<file path="src/rtl/cif_pkg.sv">
// Constants and types for the CPU interface acknowledge and group 0 enable logic.
// Assumes one clock domain shared with the processor core.
package cif_pkg;

  localparam int INTERRUPT_IDENTIFIER_W = 24;

  // Special identifiers
  localparam logic [23:0] ID_SPEC_1020 = 24'h0003FC;
  localparam logic [23:0] ID_SPEC_1021 = 24'h0003FD;
  localparam logic [23:0] ID_SPEC_1023 = 24'h0003FF;

  // System register encodings
  localparam logic [3:0] ENC_COPROC   = 4'hF;
  localparam logic [2:0] ENC_OPC1     = 3'h0;
  localparam logic [3:0] ENC_CRN      = 4'hC;
  localparam logic [3:0] ENC_CRM_ACK0 = 4'h8;
  localparam logic [3:0] ENC_CRM_ACK1 = 4'hC;
  localparam logic [3:0] ENC_CRM_EN0  = 4'hC;
  localparam logic [2:0] ENC_OPC2_ACK = 3'h0;
  localparam logic [2:0] ENC_OPC2_EN0 = 3'h6;

  localparam logic [5:0] SYND_CP15    = 6'h03;
  localparam int         EN0_BIT      = 0;
  localparam logic       EN0_RST      = 1'b0;
  localparam logic       VEN0_RST     = 1'b0;

  typedef enum logic [1:0] {
    CIF_EL0 = 2'h0,
    CIF_EL1 = 2'h1,
    CIF_EL2 = 2'h2,
    CIF_EL3 = 2'h3
  } cif_el_t;

  typedef enum logic [2:0] {
    CIF_CHK_PHYS  = 3'h0,
    CIF_CHK_VIRT  = 3'h1,
    CIF_CHK_UNDEF = 3'h2,
    CIF_CHK_THYP  = 3'h3,
    CIF_CHK_TMON  = 3'h4
  } cif_chk_t;

  typedef enum logic [1:0] {
    CIF_RSP_OK    = 2'h0,
    CIF_RSP_UNDEF = 2'h1,
    CIF_RSP_THYP  = 2'h2,
    CIF_RSP_TMON  = 2'h3
  } cif_rsp_t;

  // Reason a group 0 read sees no interrupt
  typedef enum logic [1:0] {
    CIF_WHY_NONE = 2'h0,
    CIF_WHY_SEC  = 2'h1,
    CIF_WHY_NSEC = 2'h2
  } cif_why_t;

  typedef enum logic {
    CIF_TRK_IDLE = 1'b0,
    CIF_TRK_HELD = 1'b1
  } cif_trk_t;

endpackage : cif_pkg

</file>
<file path="src/rtl/cif_ack_select.sv">
// Forms the acknowledge value of one group: real ID or a special ID.
// Assumes pending inputs come from the prioritiser on the same clock.
`timescale 1ns/1ps
module cif_ack_select #(
  parameter bit ALLOW_WHY = 1'b1
) (
  input  wire logic        pend_valid,
  input  wire logic [23:0] pend_id,
  input  wire logic        prio_ok,
  input  wire logic        ack_ok,
  input  wire logic        enable,
  input  wire logic        held,
  input  wire logic        id_width_24,
  input  wire logic [1:0]  why,
  output logic             present,
  output logic             real_id,
  output logic [23:0]      ack_id
);

  logic [23:0] spec_id;

  assign present = pend_valid && prio_ok && enable && !held;
  assign real_id = present && ack_ok;

  always_comb
  begin
    spec_id = cif_pkg::ID_SPEC_1023;
    if (ALLOW_WHY)
    begin
      case (why)
        cif_pkg::CIF_WHY_SEC:  spec_id = cif_pkg::ID_SPEC_1020;
        cif_pkg::CIF_WHY_NSEC: spec_id = cif_pkg::ID_SPEC_1021;
        default:               spec_id = cif_pkg::ID_SPEC_1023;
      endcase
    end
  end

  always_comb
  begin
    ack_id = real_id ? pend_id : spec_id;
    if (!id_width_24)
      ack_id[23:16] = 8'h00;
  end

endmodule : cif_ack_select

</file>
<file path="src/rtl/cif_ack_top.sv">
// CPU interface acknowledge registers, group 0 enable and access checks.
// Assumes the core presents one system register access per request pulse
// on this clock, and takes the answer on the following cycle.
`timescale 1ns/1ps
module cif_ack_top (
  input  wire logic        clock,
  input  wire logic        rst_b,
  // Access request from the core
  input  wire logic        req_valid,
  input  wire logic        req_write,
  input  wire logic [1:0]  req_el,
  input  wire logic        req_monitor_mode,
  input  wire logic [3:0]  req_coproc,
  input  wire logic [2:0]  req_opc1,
  input  wire logic [3:0]  req_crn,
  input  wire logic [3:0]  req_crm,
  input  wire logic [2:0]  req_opc2,
  input  wire logic [31:0] req_wdata,
  // Answer to the core
  output logic             rsp_valid,
  output logic [1:0]       rsp_status,
  output logic [5:0]       rsp_syndrome,
  output logic [31:0]      rsp_rdata,
  // Control bits held elsewhere in the core
  input  wire logic        hyp_enabled,
  input  wire logic        monitor_present,
  input  wire logic        hyp_cp15_trap_bit,
  input  wire logic        os_sysreg_enable,
  input  wire logic        hyp_sysreg_enable,
  input  wire logic        monitor_sysreg_enable,
  input  wire logic        trap_all_group0,
  input  wire logic        trap_all_group1,
  input  wire logic        hyp_fiq_route,
  input  wire logic        hyp_irq_route,
  input  wire logic        monitor_fiq_route,
  input  wire logic        monitor_irq_route,
  input  wire logic        id_width_24,
  input  wire logic        group1_enable,
  // Top pending interrupts from the prioritiser
  input  wire logic        g0_pend_valid,
  input  wire logic [23:0] g0_pend_id,
  input  wire logic        g0_pend_prio_ok,
  input  wire logic        g0_pend_ack_ok,
  input  wire logic [1:0]  g0_why,
  input  wire logic        g1_pend_valid,
  input  wire logic [23:0] g1_pend_id,
  input  wire logic        g1_pend_prio_ok,
  input  wire logic        g1_pend_ack_ok,
  input  wire logic        vg0_pend_valid,
  input  wire logic [23:0] vg0_pend_id,
  input  wire logic        vg1_pend_valid,
  input  wire logic [23:0] vg1_pend_id,
  // State and events toward the rest of the interface
  output logic             group0_enable,
  output logic             virtual_group0_enable_bit,
  output logic             fiq_signal,
  output logic             irq_signal,
  output logic             act_valid,
  output logic             act_group,
  output logic             act_virtual,
  output logic [23:0]      act_id,
  output logic             g0_release
);

  // Encoding match for one register in the shared space
  function automatic logic enc_hit(
    input logic [3:0] coproc,
    input logic [2:0] opc1,
    input logic [3:0] crn,
    input logic [3:0] crm,
    input logic [2:0] opc2,
    input logic [3:0] want_crm,
    input logic [2:0] want_opc2
  );
    enc_hit = coproc == cif_pkg::ENC_COPROC && opc1 == cif_pkg::ENC_OPC1
              && crn == cif_pkg::ENC_CRN && crm == want_crm
              && opc2 == want_opc2;
  endfunction : enc_hit

  // Privilege walk shared by both groups; order gives precedence
  function automatic cif_pkg::cif_chk_t access_check(
    input logic [1:0] el,
    input logic       mon_mode,
    input logic       hyp_en,
    input logic       mon_en,
    input logic       t12,
    input logic       sre_os,
    input logic       sre_hyp,
    input logic       sre_mon,
    input logic       tall,
    input logic       hyp_route,
    input logic       mon_route
  );
    access_check = cif_pkg::CIF_CHK_PHYS;
    case (el)
      cif_pkg::CIF_EL0:
        access_check = cif_pkg::CIF_CHK_UNDEF;
      cif_pkg::CIF_EL1:
      begin
        if (hyp_en && t12)
          access_check = cif_pkg::CIF_CHK_THYP;
        else if (!sre_os)
          access_check = cif_pkg::CIF_CHK_UNDEF;
        else if (hyp_en && tall)
          access_check = cif_pkg::CIF_CHK_THYP;
        else if (hyp_en && hyp_route)
          access_check = cif_pkg::CIF_CHK_VIRT;
        else if (mon_en && mon_route && !mon_mode)
          access_check = cif_pkg::CIF_CHK_TMON;
        else
          access_check = cif_pkg::CIF_CHK_PHYS;
      end
      cif_pkg::CIF_EL2:
      begin
        if (!sre_hyp)
          access_check = cif_pkg::CIF_CHK_UNDEF;
        else if (mon_en && mon_route)
          access_check = cif_pkg::CIF_CHK_TMON;
        else
          access_check = cif_pkg::CIF_CHK_PHYS;
      end
      cif_pkg::CIF_EL3:
      begin
        if (!sre_mon)
          access_check = cif_pkg::CIF_CHK_UNDEF;
        else
          access_check = cif_pkg::CIF_CHK_PHYS;
      end
      default:
        access_check = cif_pkg::CIF_CHK_UNDEF;
    endcase
  endfunction : access_check

  logic              en0_ff;
  logic              ven0_ff;
  logic              rsp_valid_ff;
  logic [1:0]        rsp_status_ff;
  logic [5:0]        rsp_syndrome_ff;
  logic [31:0]       rsp_rdata_ff;
  logic              act_valid_ff;
  logic              act_group_ff;
  logic              act_virtual_ff;
  logic [23:0]       act_id_ff;
  logic              release_ff;

  logic              hit_ack0;
  logic              hit_ack1;
  logic              hit_en0;
  cif_pkg::cif_chk_t chk_g0;
  cif_pkg::cif_chk_t chk_g1;
  cif_pkg::cif_chk_t chk;
  logic              held_g0;
  logic              held_g1;
  logic              pres_g0;
  logic              pres_g1;
  logic              real_g0;
  logic              real_g1;
  logic [23:0]       id_g0;
  logic [23:0]       id_g1;
  logic [23:0]       vid_g0;
  logic [23:0]       vid_g1;
  logic              served;
  logic              do_rd;
  logic              do_wr;
  logic              act_g0;
  logic              act_g1;
  logic              vact;
  logic [1:0]        nxt_status;
  logic [31:0]       nxt_rdata;

  // Decode
  assign hit_ack0 = enc_hit(req_coproc, req_opc1, req_crn, req_crm, req_opc2,
                            cif_pkg::ENC_CRM_ACK0, cif_pkg::ENC_OPC2_ACK);
  assign hit_ack1 = enc_hit(req_coproc, req_opc1, req_crn, req_crm, req_opc2,
                            cif_pkg::ENC_CRM_ACK1, cif_pkg::ENC_OPC2_ACK);
  assign hit_en0  = enc_hit(req_coproc, req_opc1, req_crn, req_crm, req_opc2,
                            cif_pkg::ENC_CRM_EN0, cif_pkg::ENC_OPC2_EN0);

  // Group 0 registers, including the enable, follow FIQ routing
  assign chk_g0 = access_check(req_el, req_monitor_mode, hyp_enabled,
                               monitor_present, hyp_cp15_trap_bit,
                               os_sysreg_enable, hyp_sysreg_enable,
                               monitor_sysreg_enable, trap_all_group0,
                               hyp_fiq_route, monitor_fiq_route);
  assign chk_g1 = access_check(req_el, req_monitor_mode, hyp_enabled,
                               monitor_present, hyp_cp15_trap_bit,
                               os_sysreg_enable, hyp_sysreg_enable,
                               monitor_sysreg_enable, trap_all_group1,
                               hyp_irq_route, monitor_irq_route);
  assign chk    = hit_ack1 ? chk_g1 : chk_g0;

  // Acknowledge registers are read only; a write to them is undefined
  assign served = req_valid && (hit_en0 || ((hit_ack0 || hit_ack1) && !req_write))
                  && (chk == cif_pkg::CIF_CHK_PHYS || chk == cif_pkg::CIF_CHK_VIRT);
  assign do_rd  = served && !req_write;
  assign do_wr  = served && req_write;

  cif_pend_track u_track_g0 (
    .clock      (clock),
    .rst_b      (rst_b),
    .pend_valid (g0_pend_valid),
    .pend_id    (g0_pend_id),
    .activate   (act_g0),
    .held       (held_g0)
  );

  cif_pend_track u_track_g1 (
    .clock      (clock),
    .rst_b      (rst_b),
    .pend_valid (g1_pend_valid),
    .pend_id    (g1_pend_id),
    .activate   (act_g1),
    .held       (held_g1)
  );

  cif_ack_select #(
    .ALLOW_WHY (1'b1)
  ) u_sel_g0 (
    .pend_valid  (g0_pend_valid),
    .pend_id     (g0_pend_id),
    .prio_ok     (g0_pend_prio_ok),
    .ack_ok      (g0_pend_ack_ok),
    .enable      (en0_ff),
    .held        (held_g0),
    .id_width_24 (id_width_24),
    .why         (g0_why),
    .present     (pres_g0),
    .real_id     (real_g0),
    .ack_id      (id_g0)
  );

  cif_ack_select #(
    .ALLOW_WHY (1'b0)
  ) u_sel_g1 (
    .pend_valid  (g1_pend_valid),
    .pend_id     (g1_pend_id),
    .prio_ok     (g1_pend_prio_ok),
    .ack_ok      (g1_pend_ack_ok),
    .enable      (group1_enable),
    .held        (held_g1),
    .id_width_24 (id_width_24),
    .why         (2'h0),
    .present     (pres_g1),
    .real_id     (real_g1),
    .ack_id      (id_g1)
  );

  // Virtual copies: no interrupt reads as 1023
  always_comb
  begin
    vid_g0 = vg0_pend_valid ? vg0_pend_id : cif_pkg::ID_SPEC_1023;
    vid_g1 = vg1_pend_valid ? vg1_pend_id : cif_pkg::ID_SPEC_1023;
    if (!id_width_24)
    begin
      vid_g0[23:16] = 8'h00;
      vid_g1[23:16] = 8'h00;
    end
  end

  assign vact   = chk == cif_pkg::CIF_CHK_VIRT;
  assign act_g0 = do_rd && hit_ack0 && !vact && real_g0;
  assign act_g1 = do_rd && hit_ack1 && !vact && real_g1;

  always_comb
  begin
    nxt_rdata = 32'h00000000;
    if (hit_ack0)
      nxt_rdata[23:0] = vact ? vid_g0 : id_g0;
    else if (hit_ack1)
      nxt_rdata[23:0] = vact ? vid_g1 : id_g1;
    else
      nxt_rdata[cif_pkg::EN0_BIT] = vact ? ven0_ff : en0_ff;
  end

  always_comb
  begin
    nxt_status = cif_pkg::CIF_RSP_OK;
    if (!hit_en0 && !((hit_ack0 || hit_ack1) && !req_write))
      nxt_status = cif_pkg::CIF_RSP_UNDEF;
    else
    begin
      case (chk)
        cif_pkg::CIF_CHK_THYP:  nxt_status = cif_pkg::CIF_RSP_THYP;
        cif_pkg::CIF_CHK_TMON:  nxt_status = cif_pkg::CIF_RSP_TMON;
        cif_pkg::CIF_CHK_UNDEF: nxt_status = cif_pkg::CIF_RSP_UNDEF;
        default:                nxt_status = cif_pkg::CIF_RSP_OK;
      endcase
    end
  end

  // Answer one cycle after the request
  always_ff @(posedge clock or negedge rst_b)
  begin
    if (!rst_b)
    begin
      rsp_valid_ff    <= 1'b0;
      rsp_status_ff   <= cif_pkg::CIF_RSP_OK;
      rsp_syndrome_ff <= 6'h00;
      rsp_rdata_ff    <= 32'h00000000;
    end
    else
    begin
      rsp_valid_ff    <= req_valid;
      if (req_valid)
      begin
        rsp_status_ff   <= nxt_status;
        rsp_syndrome_ff <= (nxt_status == cif_pkg::CIF_RSP_THYP)
                           ? cif_pkg::SYND_CP15 : 6'h00;
        rsp_rdata_ff    <= do_rd ? nxt_rdata : 32'h00000000;
      end
    end
  end

  // Physical group 0 enable
  always_ff @(posedge clock or negedge rst_b)
  begin
    if (!rst_b)
      en0_ff <= cif_pkg::EN0_RST;
    else if (do_wr && !vact)
      en0_ff <= req_wdata[cif_pkg::EN0_BIT];
  end

  always_ff @(posedge clock or negedge rst_b)
  begin
    if (!rst_b)
      ven0_ff <= cif_pkg::VEN0_RST;
    else if (do_wr && vact)
      ven0_ff <= req_wdata[cif_pkg::EN0_BIT];
  end

  // Activation event toward the distributor side
  always_ff @(posedge clock or negedge rst_b)
  begin
    if (!rst_b)
    begin
      act_valid_ff   <= 1'b0;
      act_group_ff   <= 1'b0;
      act_virtual_ff <= 1'b0;
      act_id_ff      <= 24'h000000;
    end
    else
    begin
      act_valid_ff <= act_g0 || act_g1
                      || (do_rd && vact && hit_ack0 && vg0_pend_valid)
                      || (do_rd && vact && hit_ack1 && vg1_pend_valid);
      if (do_rd && (hit_ack0 || hit_ack1))
      begin
        act_group_ff   <= hit_ack1;
        act_virtual_ff <= vact;
        act_id_ff      <= nxt_rdata[23:0];
      end
    end
  end

  // Drop of the enable hands a waiting interrupt back for re-forwarding
  always_ff @(posedge clock or negedge rst_b)
  begin
    if (!rst_b)
      release_ff <= 1'b0;
    else
      release_ff <= do_wr && !vact && en0_ff
                    && !req_wdata[cif_pkg::EN0_BIT] && g0_pend_valid;
  end

  // Hold is set on the same edge as the answer, so signals drop in time
  assign fiq_signal = pres_g0;
  assign irq_signal = pres_g1;

  assign rsp_valid                 = rsp_valid_ff;
  assign rsp_status                = rsp_status_ff;
  assign rsp_syndrome              = rsp_syndrome_ff;
  assign rsp_rdata                 = rsp_rdata_ff;
  assign group0_enable             = en0_ff;
  assign virtual_group0_enable_bit = ven0_ff;
  assign act_valid                 = act_valid_ff;
  assign act_group                 = act_group_ff;
  assign act_virtual               = act_virtual_ff;
  assign act_id                    = act_id_ff;
  assign g0_release                = release_ff;

endmodule : cif_ack_top

</file>
<file path="src/rtl/cif_pend_track.sv">
// Holds back a pending interrupt once it has been activated.
// Assumes the distributor drops or replaces the pending ID after activation.
`timescale 1ns/1ps
module cif_pend_track (
  input  wire logic        clock,
  input  wire logic        rst_b,
  input  wire logic        pend_valid,
  input  wire logic [23:0] pend_id,
  input  wire logic        activate,
  output logic             held
);

  cif_pkg::cif_trk_t state_ff;
  cif_pkg::cif_trk_t nxt_state;
  logic [23:0]       held_id_ff;

  always_comb
  begin
    nxt_state = state_ff;
    case (state_ff)
      cif_pkg::CIF_TRK_IDLE:
      begin
        if (activate)
          nxt_state = cif_pkg::CIF_TRK_HELD;
      end
      cif_pkg::CIF_TRK_HELD:
      begin
        // A new activation keeps the hold for the new ID
        if (!activate && (!pend_valid || pend_id != held_id_ff))
          nxt_state = cif_pkg::CIF_TRK_IDLE;
      end
      default:
        nxt_state = cif_pkg::CIF_TRK_IDLE;
    endcase
  end

  always_ff @(posedge clock or negedge rst_b)
  begin
    if (!rst_b)
      state_ff <= cif_pkg::CIF_TRK_IDLE;
    else
      state_ff <= nxt_state;
  end

  always_ff @(posedge clock or negedge rst_b)
  begin
    if (!rst_b)
      held_id_ff <= 24'h000000;
    else if (activate)
      held_id_ff <= pend_id;
  end

  assign held = (state_ff == cif_pkg::CIF_TRK_HELD) && pend_valid
                && (pend_id == held_id_ff);

endmodule : cif_pend_track

</file>
<file path="config.mk">
export PLATFORM = sky130hd
export DESIGN_NAME = cif_ack_top
export DESIGN_NICKNAME = d
export VERILOG_FILES = /design/src/rtl/cif_pkg.sv /design/src/rtl/cif_ack_select.sv /design/src/rtl/cif_ack_top.sv /design/src/rtl/cif_pend_track.sv
export SDC_FILE = /design/constraint.sdc
export NUM_CORES = 1
export LEC_CHECK = 0
export BUFFER_PORTS_ARGS = -buffer_cell sky130_fd_sc_hd__buf_2
export CAP_MARGIN = 20
export CORE_MARGIN = 2
export CORE_UTILIZATION = 50
export CTS_BUF_LIST = sky130_fd_sc_hd__clkbuf_16
export DETAILED_ROUTE_END_ITERATION = 10
export MAX_ROUTING_LAYER = met4
export PLACE_DENSITY_LB_ADDON = 0.15
export SLEW_MARGIN = 20
export SYNTH_ARGS = -nofsm -noshare
export SYNTH_HDL_FRONTEND = slang
export SYNTH_SLANG_ARGS = --single-unit
</file>
<file path="constraint.sdc">
create_clock -name clock -period 3.15 [get_ports clock]
set_clock_uncertainty 0.05 [all_clocks]
set_input_delay 0.63 -clock clock [delete_from_list [all_inputs] [get_ports clock]]
set_output_delay 0.63 -clock clock [all_outputs]
set_load 0.03 [all_outputs]
</file>
==> results of run 1 <==
[sequential cells by signal, summed over array words and instances (netlist names), 2 cells and up]
signal,count
rsp_rdata,24
u_track_g0.held_id_ff,24
act_id,24
u_track_g1.held_id_ff,24
rsp_status,2
[kinds of logic after synthesis]
group | after synthesis
AOI/OAI and AO/OA | 128
DFF | 108
muxes | 60
and+or+nand+nor | 210
other | 1
xor gates and xnor gates | 48
buffers and inverters | 68
adders and majority gates | 1
[worst max-delay path: stages (launching register included)]
cell     delay, ns
dfrtp_1       0.40
xnor2_1       0.16
nand4_1       0.18
nor3_1        0.53
buf_4         0.22
and2_1        0.19
nor3b_1       0.07
buf_2         0.18
[worst min path at each step]
stage | startpoint | to | slack (ns) | cells after the start
after global routing | rst_b | act_id[6] | 0.25 | 1
after CTS | rst_b | act_id[6] | 0.24 | 1
after global placement | act_id[5] | act_id[5] | 0.40 | 2
final | rst_b | act_id[6] | 0.22 | 1
after detailed placement | act_id[18] | act_id[18] | 0.40 | 2
after floorplan | rst_b | act_group | 0.28 | 0
[cell type report]
class	instances	area, um2	share of cell area
multi-input combinational	459	3350	0.416
inverter	25	93.8	0.0116
clock inverter	6	42.5	0.00528
sequential	108	2700	0.335
clock buffer	9	225	0.0280
tap	172	215	0.0267
timing repair buffer	253	1420	0.177
[power groups by stage]
stage,sequential [uW],combinational (uW),clock [uW]
6_report,1390,346,1050
2_1_floorplan,1420,139,0
3_3_place_gp,1410,338,0
3_5_place_dp,1410,343,0
5_1_grt,1390,374,1130
4_1_cts,1390,345,1070
[per-stage QoR]
stage	instance area [um2]	setup TNS [ns]	hold slack, ns
after floorplan	6450	0	0.284
after global placement	7790	-0.0291	0.395
after detailed placement	7790	-0.0837	0.401
after CTS	8060	0	0.240
after global routing	8060	0	0.254
final	8060	0	0.223
[placed cells by master (no fill, tap or decap), types with 3 or more instances in the layout]
cell and n:
xnor2_1 48, and2_1 3, o211ai_1 6, nand4_1 16
a32o_1 8, o2bb2ai_1 5, buf_4 45, a2bb2oi_1 6
mux2_4 41, nor4_1 3, mux2i_1 9, a22oi_1 4
and3_1 12, nand2_1 56, dfrtp_1 108, buf_12 3
mux2_2 9, nor3_1 8, conb_1 12, o21ai_0 35
inv_1 26, buf_2 205, nand3_1 50, a21oi_1 19
o221ai_1 3, clkbuf_16 9, a211oi_1 13, nor2_1 24
a221oi_1 5, nor2b_1 3, nor3b_1 10
[layer usage]
layer | vias up | global-route usage | part of all wire
met5 | - | - | 0
met4 | 0 | 0.0878 | 0.018
met3 | 29 | 0.0309 | 0.056
met2 | 253 | 0.514 | 0.50
met1 | 2901 | 0.396 | 0.43
li1 | 2704 | - | -
==> flow_summary.ini, run 1 <==
[finish]
syn2layout_area_growth_pct = 25.6
drive_gt1_frac = 0.390
layoutNonFillerInstCount = 1032
final_util = 0.641
num-nets-final = 1034
n_fill_cell = 1108
diodes = 0

[synthesis]
synth_mux_area_frac = 0.128
synth-seq-cells = 108
ys_warn_count = 0
synth_ff_type = dfrtp_1
yosys-top-cells-count = 108 x dfrtp_1, 56 x nand2_1, 50 x nand3_1
synth_area_leader_cell = dfrtp_1
yosys.area_share.simple = 0.177
synth_top_family_by_area = simple AND/OR/NAND/NOR gates
synth_top_area_share = 0.421
syn_inst = 624
synth_xor_area_frac = 0.0656
synth_area_um2 = 6410
ys_seq_area_frac = 0.421
synth.most_common_cell = dfrtp_1
synth_compound_area_frac = 0.144
ys_types = 72
synth_edf_count = 0
synthArstFlopShare = 1.00
synth_area_leaders = dfrtp_1 42%, mux2_4 9.6%, xnor2_1 6.6%
avgSynthCellArea_um2 = 10.3
synthAdderAreaFrac = 0.00195

[power_and_ir_drop]
p_comb_frac = 0.124
switchingPower_uw = 722
internal_power_uw = 2060
p_sw_frac = 0.260
power_density_nw_per_um2 = 345
p_total_uw = 2780
power_frac_seq = 0.498
ir_worst_vdd_mv = 0.244
power_leakage_uw = 0.00392
power.share.clock = 0.377

[drt]
wl_per_cell_um = 19.8
drc_errors = 0
num_vias = 5887
wl_um = 20400
drtAntennaViolNets = 0
vias_per_cell = 5.70
drt-pass1-iter-count = 6
first_iter_violations = 453

[timing]
rsz0062_at_grt = no
fin_ws_ns = 0.191
max_freq_ghz = 0.338
relSlewSlack = 0.591
finalCriticalPeriod_ns = 2.96
fin_crit_sh = 0.940
setup_viol = 0
worst_pin_slew_ns = 0.608
final_hold_viol_count = 0
slew_viol_final = 0

[clock_tree]
cts_sinks = 108
post_cts_buffers = 0
ctsResizeCount = 0
clockBufferDepth = 2
clockRootBuffer = clkbuf_16
cts_max_level = 3
path_clk_slew_ns = 0.07
cts_hold_buffers = 0
insertion_delay_ns = 0.35
numCtsBuffers = 9
cts_tree = built

[critical_path]
setup.worst_path.end = fiq_signal
criticalPathCategory = flip-flop to primary output
crit_start = u_track_g0.held_id_ff[21]
cp-end-kind = primary output
r2r-start = u_track_g0.held_id_ff[12]
r2r_cells = 8
path_max_fanout = 3
r2r_end = act_id[14]
cp.arrival_ns = 2.28
rrSetupSlack_ns = 0.46
setup.worst_path.start_class = flip-flop
worst_ep_required_time_ns = 2.47

[global_route]
grt_pass1_vias = 5723
grt_first_pass_wirelength_um = 30400
grtUsageTotal = 0.306
grt_max_degree = 47
antenna_found_initial = 0
grt_remaining_overflow = 0

[floorplan]
die_h_um = 117
die_x_um = 117
start_util = 0.510
rows = 41
die_area_um2 = 13700
core_region_area_um2 = 12600
pin_count = 250

[placed_design]
pre_cts_slack_ns = -0.0600
numPlacedInstances = 1017
port_buffers = 206
hpwl_um = 16200
gp_congestion = 0.940

[run_status]
status = finished clean

[flow_run]
maxCapViolations = 0

[hold_path]
hp-class = input pin to async pin
No activity file was read; power rests on OpenSTA's default activity.
==> inputs of run 2 (changes only) <==
--- a/config.mk
+++ b/config.mk
@@ -5,10 +5,11 @@
 export SDC_FILE = /design/constraint.sdc
 export NUM_CORES = 1
 export LEC_CHECK = 0
+export ABC_AREA = 1
 export BUFFER_PORTS_ARGS = -buffer_cell sky130_fd_sc_hd__buf_2
 export CAP_MARGIN = 20
 export CORE_MARGIN = 2
-export CORE_UTILIZATION = 50
+export CORE_UTILIZATION = 51
 export CTS_BUF_LIST = sky130_fd_sc_hd__clkbuf_16
 export DETAILED_ROUTE_END_ITERATION = 10
 export MAX_ROUTING_LAYER = met4
==> constraint.sdc (replaced) <==
create_clock -name clock -period 3.31 [get_ports clock]
set_clock_uncertainty 0.05 [all_clocks]
set_input_delay 0.662 -clock clock [delete_from_list [all_inputs] [get_ports clock]]
set_output_delay 0.662 -clock clock [all_outputs]
set_load 0.03 [all_outputs]
==> run 2 against run 1 <==
Compared with the run above: non-clock buffer count shrank 32; largest cell class unchanged; first-iteration DRC count grew 14%; total power fell by 2.5%; largest power group unchanged; cell area is 5.3% higher; sequential power is 5% lower; combinational power rose by 4%.
==> flow_summary.ini, run 2 <==
[run_status]
status = finished clean

[floorplan]
start_util = 0.515
pin_count = 250
die_area_um2 = 14800
rows = 43
die_x_um = 122
die_h_um = 122
core_region_area_um2 = 13700

[timing]
final_hold_viol_count = 0
worst_pin_slew_ns = 0.655
setup_viol = 0
max_freq_ghz = 0.389
finalCriticalPeriod_ns = 2.57
relSlewSlack = 0.562
fin_crit_sh = 0.776
slew_viol_final = 0
rsz0062_at_grt = no
setup_tns_ns = 0

[critical_path]
setup.worst_path.start_class = input pin
cp-end-kind = flip-flop
path_max_fanout = 27
cp.arrival_ns = 2.76
worst_ep_required_time_ns = 3.50
criticalPathCategory = input pin to flip-flop

[finish]
syn2layout_area_growth_pct = 20.0
multiInputGateArea_um2 = 3640
n_fill_cell = 1336
most-common-layout-cells = 347 x nand2_1, 205 x buf_2, 115 x inv_1, 108 x dfrtp_1, 101 x nand3_1
drive_gt1_frac = 0.283
seqCellArea_um2 = 2700
num-nets-final = 1373
final_cell_area_um2 = 8490
final_common_cell = nand2_1

[drt]
drt-pass1-iter-count = 5
drc_errors = 0
first_iter_violations = 518
wl_met1_um = 9130
wl_met3_um = 1280
highest_layer = met4
num_vias = 7094
vias_per_cell = 5.13
drtAntennaViolNets = 0
wl_per_cell_um = 15.0
met2_wirelength_um = 9800
wl_um = 20800

[synthesis]
synth_area_leader_cell = dfrtp_1
synth_compound_area_frac = 0.0784
synthArstFlopShare = 1.00
synth_top_area_share = 0.382
synth_top_family_by_area = simple AND/OR/NAND/NOR gates
avgSynthCellArea_um2 = 7.10
synth_ff_type = dfrtp_1
syn_inst = 996
yosys-top-cells-count = 347 x nand2_1, 114 x inv_1, 108 x dfrtp_1
synthAdderAreaFrac = 0.00177
yosys.area_share.simple = 0.410
synth.most_common_cell = nand2_1
synth_edf_count = 0
ys_warn_count = 0
ys_seq_area_frac = 0.382
synth_area_um2 = 7070
synth-seq-cells = 108
ys_types = 45
synth_mux_area_frac = 0
synth_area_leaders = dfrtp_1 38%, nand2_1 18%, nand3_1 7.1%
synth_xor_area_frac = 0.0186

[clock_tree]
path_clk_slew_ns = 0.07
ctsResizeCount = 0
insertion_delay_ns = 0.35
clockRootBuffer = clkbuf_16
cts_sinks = 108
cts_hold_buffers = 0
cts_tree = built
numCtsBuffers = 9
clockBufferDepth = 2
post_cts_buffers = 0
cts_max_level = 3

[power_and_ir_drop]
power_density_nw_per_um2 = 320
ir_worst_vdd_mv = 0.245
power_leakage_uw = 0.00481

[global_route]
antenna_found_initial = 2
grt_first_pass_wirelength_um = 32900
grtUsageTotal = 0.296
grt_remaining_overflow = 0
grt_pass1_vias = 6577
grt_max_degree = 60

[flow_run]
maxCapViolations = 0

[placed_design]
hpwl_um = 16300
post_dp_cell_area_um2 = 8200
port_buffers = 206
gp_congestion = 0.911

[hold_path]
hp-class = input pin to async pin
==> run 2: changes by cell type in the layout (fill, tap and decap cells not counted), moves of 30 or more <==
cell	delta
nand2_1	+291
o21ai_2	+30
buf_4	-31
xnor2_1	-39
nand3_1	+51
mux2_4	-41
inv_1	+89
nor2_1	+54
==> run 2: report_power, final <==
part           leakage (uW)  internal [uW]  total (uW)  switching, uW
Clock              0.000143            517        1030            515
Sequential          0.00148           1320        1320          0.110
Combinational       0.00318            124         361            237
==> run 2: layout make-up <==
class,count,share of cell area
clock buffer,9,0.0265
sequential,108,0.318
antenna,2,0.000590
tap,180,0.0265
timing repair buffer,221,0.138
inverter,123,0.0547
multi-input combinational,732,0.429
clock inverter,7,0.00605
==> run 2: per-layer routing <==
layer | global-route usage | vias to the layer above
met4 | 0.0991 | 0
met1 | 0.402 | 3286
li1 | - | 3500
met5 | - | -
met2 | 0.468 | 261
met3 | 0.0295 | 47
==> run 2: logic make-up after synthesis <==
kind of cell / after synthesis
and+or+nand+nor: 621
other: 1
DFF: 108
adders and majority gates: 1
xor gates and xnor gates: 15
buffers and inverters: 167
AOI/OAI and AO/OA: 83
==> run 2: final timing paths <==
kind | start | endpoint | slack (ns) | cells past startpoint
setup / recovery | req_opc1[1] | rsp_rdata[11] | 0.74 | 16
hold / removal | rst_b | rsp_rdata[5] | 0.27 | 1
setup reg to reg | u_track_g1.held_id_ff[5] | act_id[2] | 0.95 | 16
hold reg to reg | act_id[3] | act_id[3] | 0.43 | 2
max in group asynchronous | rst_b | act_id[22] | 2.18 | 2
min in group clock | act_id[3] | act_id[3] | 0.43 | 2
==> run 2: worst max-delay path: stages <==
cell and delay (ns):
buf_2 0.09, nor2_1 0.10, nand2_1 0.09, nor2_4 0.22, nand3_4 0.11, nor2_4 0.13
nand2_1 0.08, nand2_2 0.15, inv_2 0.09, nand2_8 0.08, buf_4 0.29, o21ai_0 0.19
nand3_1 0.16, nand3_1 0.14, nand2_1 0.10, nand2_1 0.06
==> run 2: metrics by stage <==
step	cells	utilization	hold WS (ns)	total power, uW	setup slack, ns
5_1_grt	1382	0.619	0.324	2830	0.538
4_1_cts	1380	0.618	0.302	2720	0.750
2_1_floorplan	1007	-	0.316	1530	0.714
3_5_place_dp	1364	0.598	0.411	1710	0.374
3_3_place_gp	1364	0.598	0.410	1700	0.434
6_report	1382	0.619	0.275	2710	0.741
==> inputs of run 3 (changes only) <==
==> constraint.sdc (replaced) <==
create_clock -name clock -period 2.55 [get_ports clock]
set_clock_uncertainty 0.05 [all_clocks]
set_input_delay 0.51 -clock clock [delete_from_list [all_inputs] [get_ports clock]]
set_output_delay 0.51 -clock clock [all_outputs]
set_load 0.03 [all_outputs]
==> run 3 against run 2 <==
Compared with the run above: cell area increased by 3.1%; utilization rose by 1.9 points; largest power group unchanged; clock power rose by 41%; routed wire length decreased by 1.4%.
==> flow_summary.ini, run 3 (synthesis results as in run 2) <==
[timing]
slew_viol_final = 0
relSlewSlack = 0.632
setup_viol = 0
finalCriticalPeriod_ns = 2.23
worst_pin_slew_ns = 0.551
rsz0062_at_grt = no
final_hold_viol_count = 0
fin_crit_sh = 0.876
max_freq_ghz = 0.448

[power_and_ir_drop]
ir_worst_vdd_mv = 0.269
power_leakage_uw = 0.00496
power_density_nw_per_um2 = 416

[finish]
final_common_cell = nand2_1
most-common-layout-cells = 347 x nand2_1, 205 x buf_2, 115 x inv_1, 108 x dfrtp_1, 101 x nand3_1
n_fill_cell = 1327
num-nets-final = 1398
final_cell_area_um2 = 8740
final_util = 0.637
syn2layout_area_growth_pct = 23.7
drive_gt1_frac = 0.296

[critical_path]
cp-end-kind = primary output
setup.worst_path.start_class = flip-flop
criticalPathCategory = flip-flop to primary output
rrSetupSlack_ns = 0.38
r2r_end = act_id[17]
path_max_fanout = 3
crit_start = u_track_g1.held_id_ff[4]
r2r-start = u_track_g0.held_id_ff[5]
worst_ep_required_time_ns = 1.99
r2r_cells = 13
cp.arrival_ns = 1.67

[run_status]
status = finished clean

[placed_design]
port_buffers = 206
post_dp_cell_area_um2 = 8440
gp_congestion = 0.956
hpwl_um = 16400

[clock_tree]
insertion_delay_ns = 0.36
cts_hold_buffers = 0
numCtsBuffers = 9
path_clk_slew_ns = 0.07
ctsResizeCount = 0
cts_tree = built
cts_max_level = 3
clockRootBuffer = clkbuf_16
clockBufferDepth = 2
cts_sinks = 108
post_cts_buffers = 0

[global_route]
grt_first_pass_wirelength_um = 32100
grtUsageTotal = 0.290
busiest_layer = met2
grt_util_met2 = 0.469
antenna_found_initial = 1
grt_pass1_vias = 6486
met1_usage = 0.379
grt_use_met3 = 0.0459
grt_max_degree = 67
grt_remaining_overflow = 0

[drt]
num_vias = 7130
drt-pass1-iter-count = 6
drc_errors = 0
drtAntennaViolNets = 0
first_iter_violations = 644
vias_per_cell = 5.07
wl_um = 20500
wl_per_cell_um = 14.6

[floorplan]
die_x_um = 122
core_region_area_um2 = 13700
start_util = 0.515
pin_count = 250
die_h_um = 122
rows = 43
die_area_um2 = 14800

[hold_path]
hp-class = input pin to async pin

[flow_run]
maxCapViolations = 0
-- run 3: cell types whose count changed in the layout (fill, tap and decap cells not counted), sizes merged --
cell    delta
buf       +25
diode      -1
clkinv     -1
bufinv     +1
-- run 3: final cells by class --
type                    instances  area, um2  area share
clock inverters                 7       75.1     0.00858
inverters                     123        464      0.0531
multi-input cells             732       3640       0.416
repair buffers                246       1410       0.161
flip-flops and latches        108       2700       0.309
diodes                          1       2.50    0.000286
clock buffers                   9        225      0.0258
well taps                     180        225      0.0258
-- run 3: worst max-delay path by stage --
stage / to / slack, ns / cells past startpoint
final: irq_signal / 0.32 / 9
after global routing: u_track_g1.held_id_ff[8] / 0.17 / 15
after CTS: fiq_signal / 0.30 / 7
after detailed placement: u_track_g1.state_ff / -0.02 / 14
after global placement: u_track_g1.state_ff / 0.006 / 14
after floorplan: fiq_signal / 0.26 / 7
-- run 3: stage by stage --
step,hold WS (ns),power [uW],setup slack [ns],TNS [ns],std cells
4_1_cts,0.114,3650,0.302,0,1405
3_5_place_dp,0.410,2220,-0.0249,-0.0807,1389
3_3_place_gp,0.409,2220,0.00634,0,1389
5_1_grt,0.125,3770,0.173,0,1406
2_1_floorplan,0.164,1990,0.258,0,1007
6_report,0.0916,3640,0.317,0,1406
-- run 3: report_power, final --
group          internal, uW  switching (uW)
Sequential             1710           0.176
Combinational           170             309
Clock                   770             678
-- run 3: worst max-delay path, stage by stage, from the launching register on --
cell	delay (ns)
dfrtp_1	0.41
nor2_1	0.17
nor2_1	0.07
nor2_1	0.13
nand3_1	0.09
nor2_1	0.10
nand2_1	0.09
nand2_1	0.07
inv_1	0.03
buf_2	0.16
-- run 3: layer usage --
layer  share of wire  up-vias
li1                -     3544
met3           0.066       44
met4           0.020        0
met1            0.43     3272
met2            0.48      270
met5               0        -
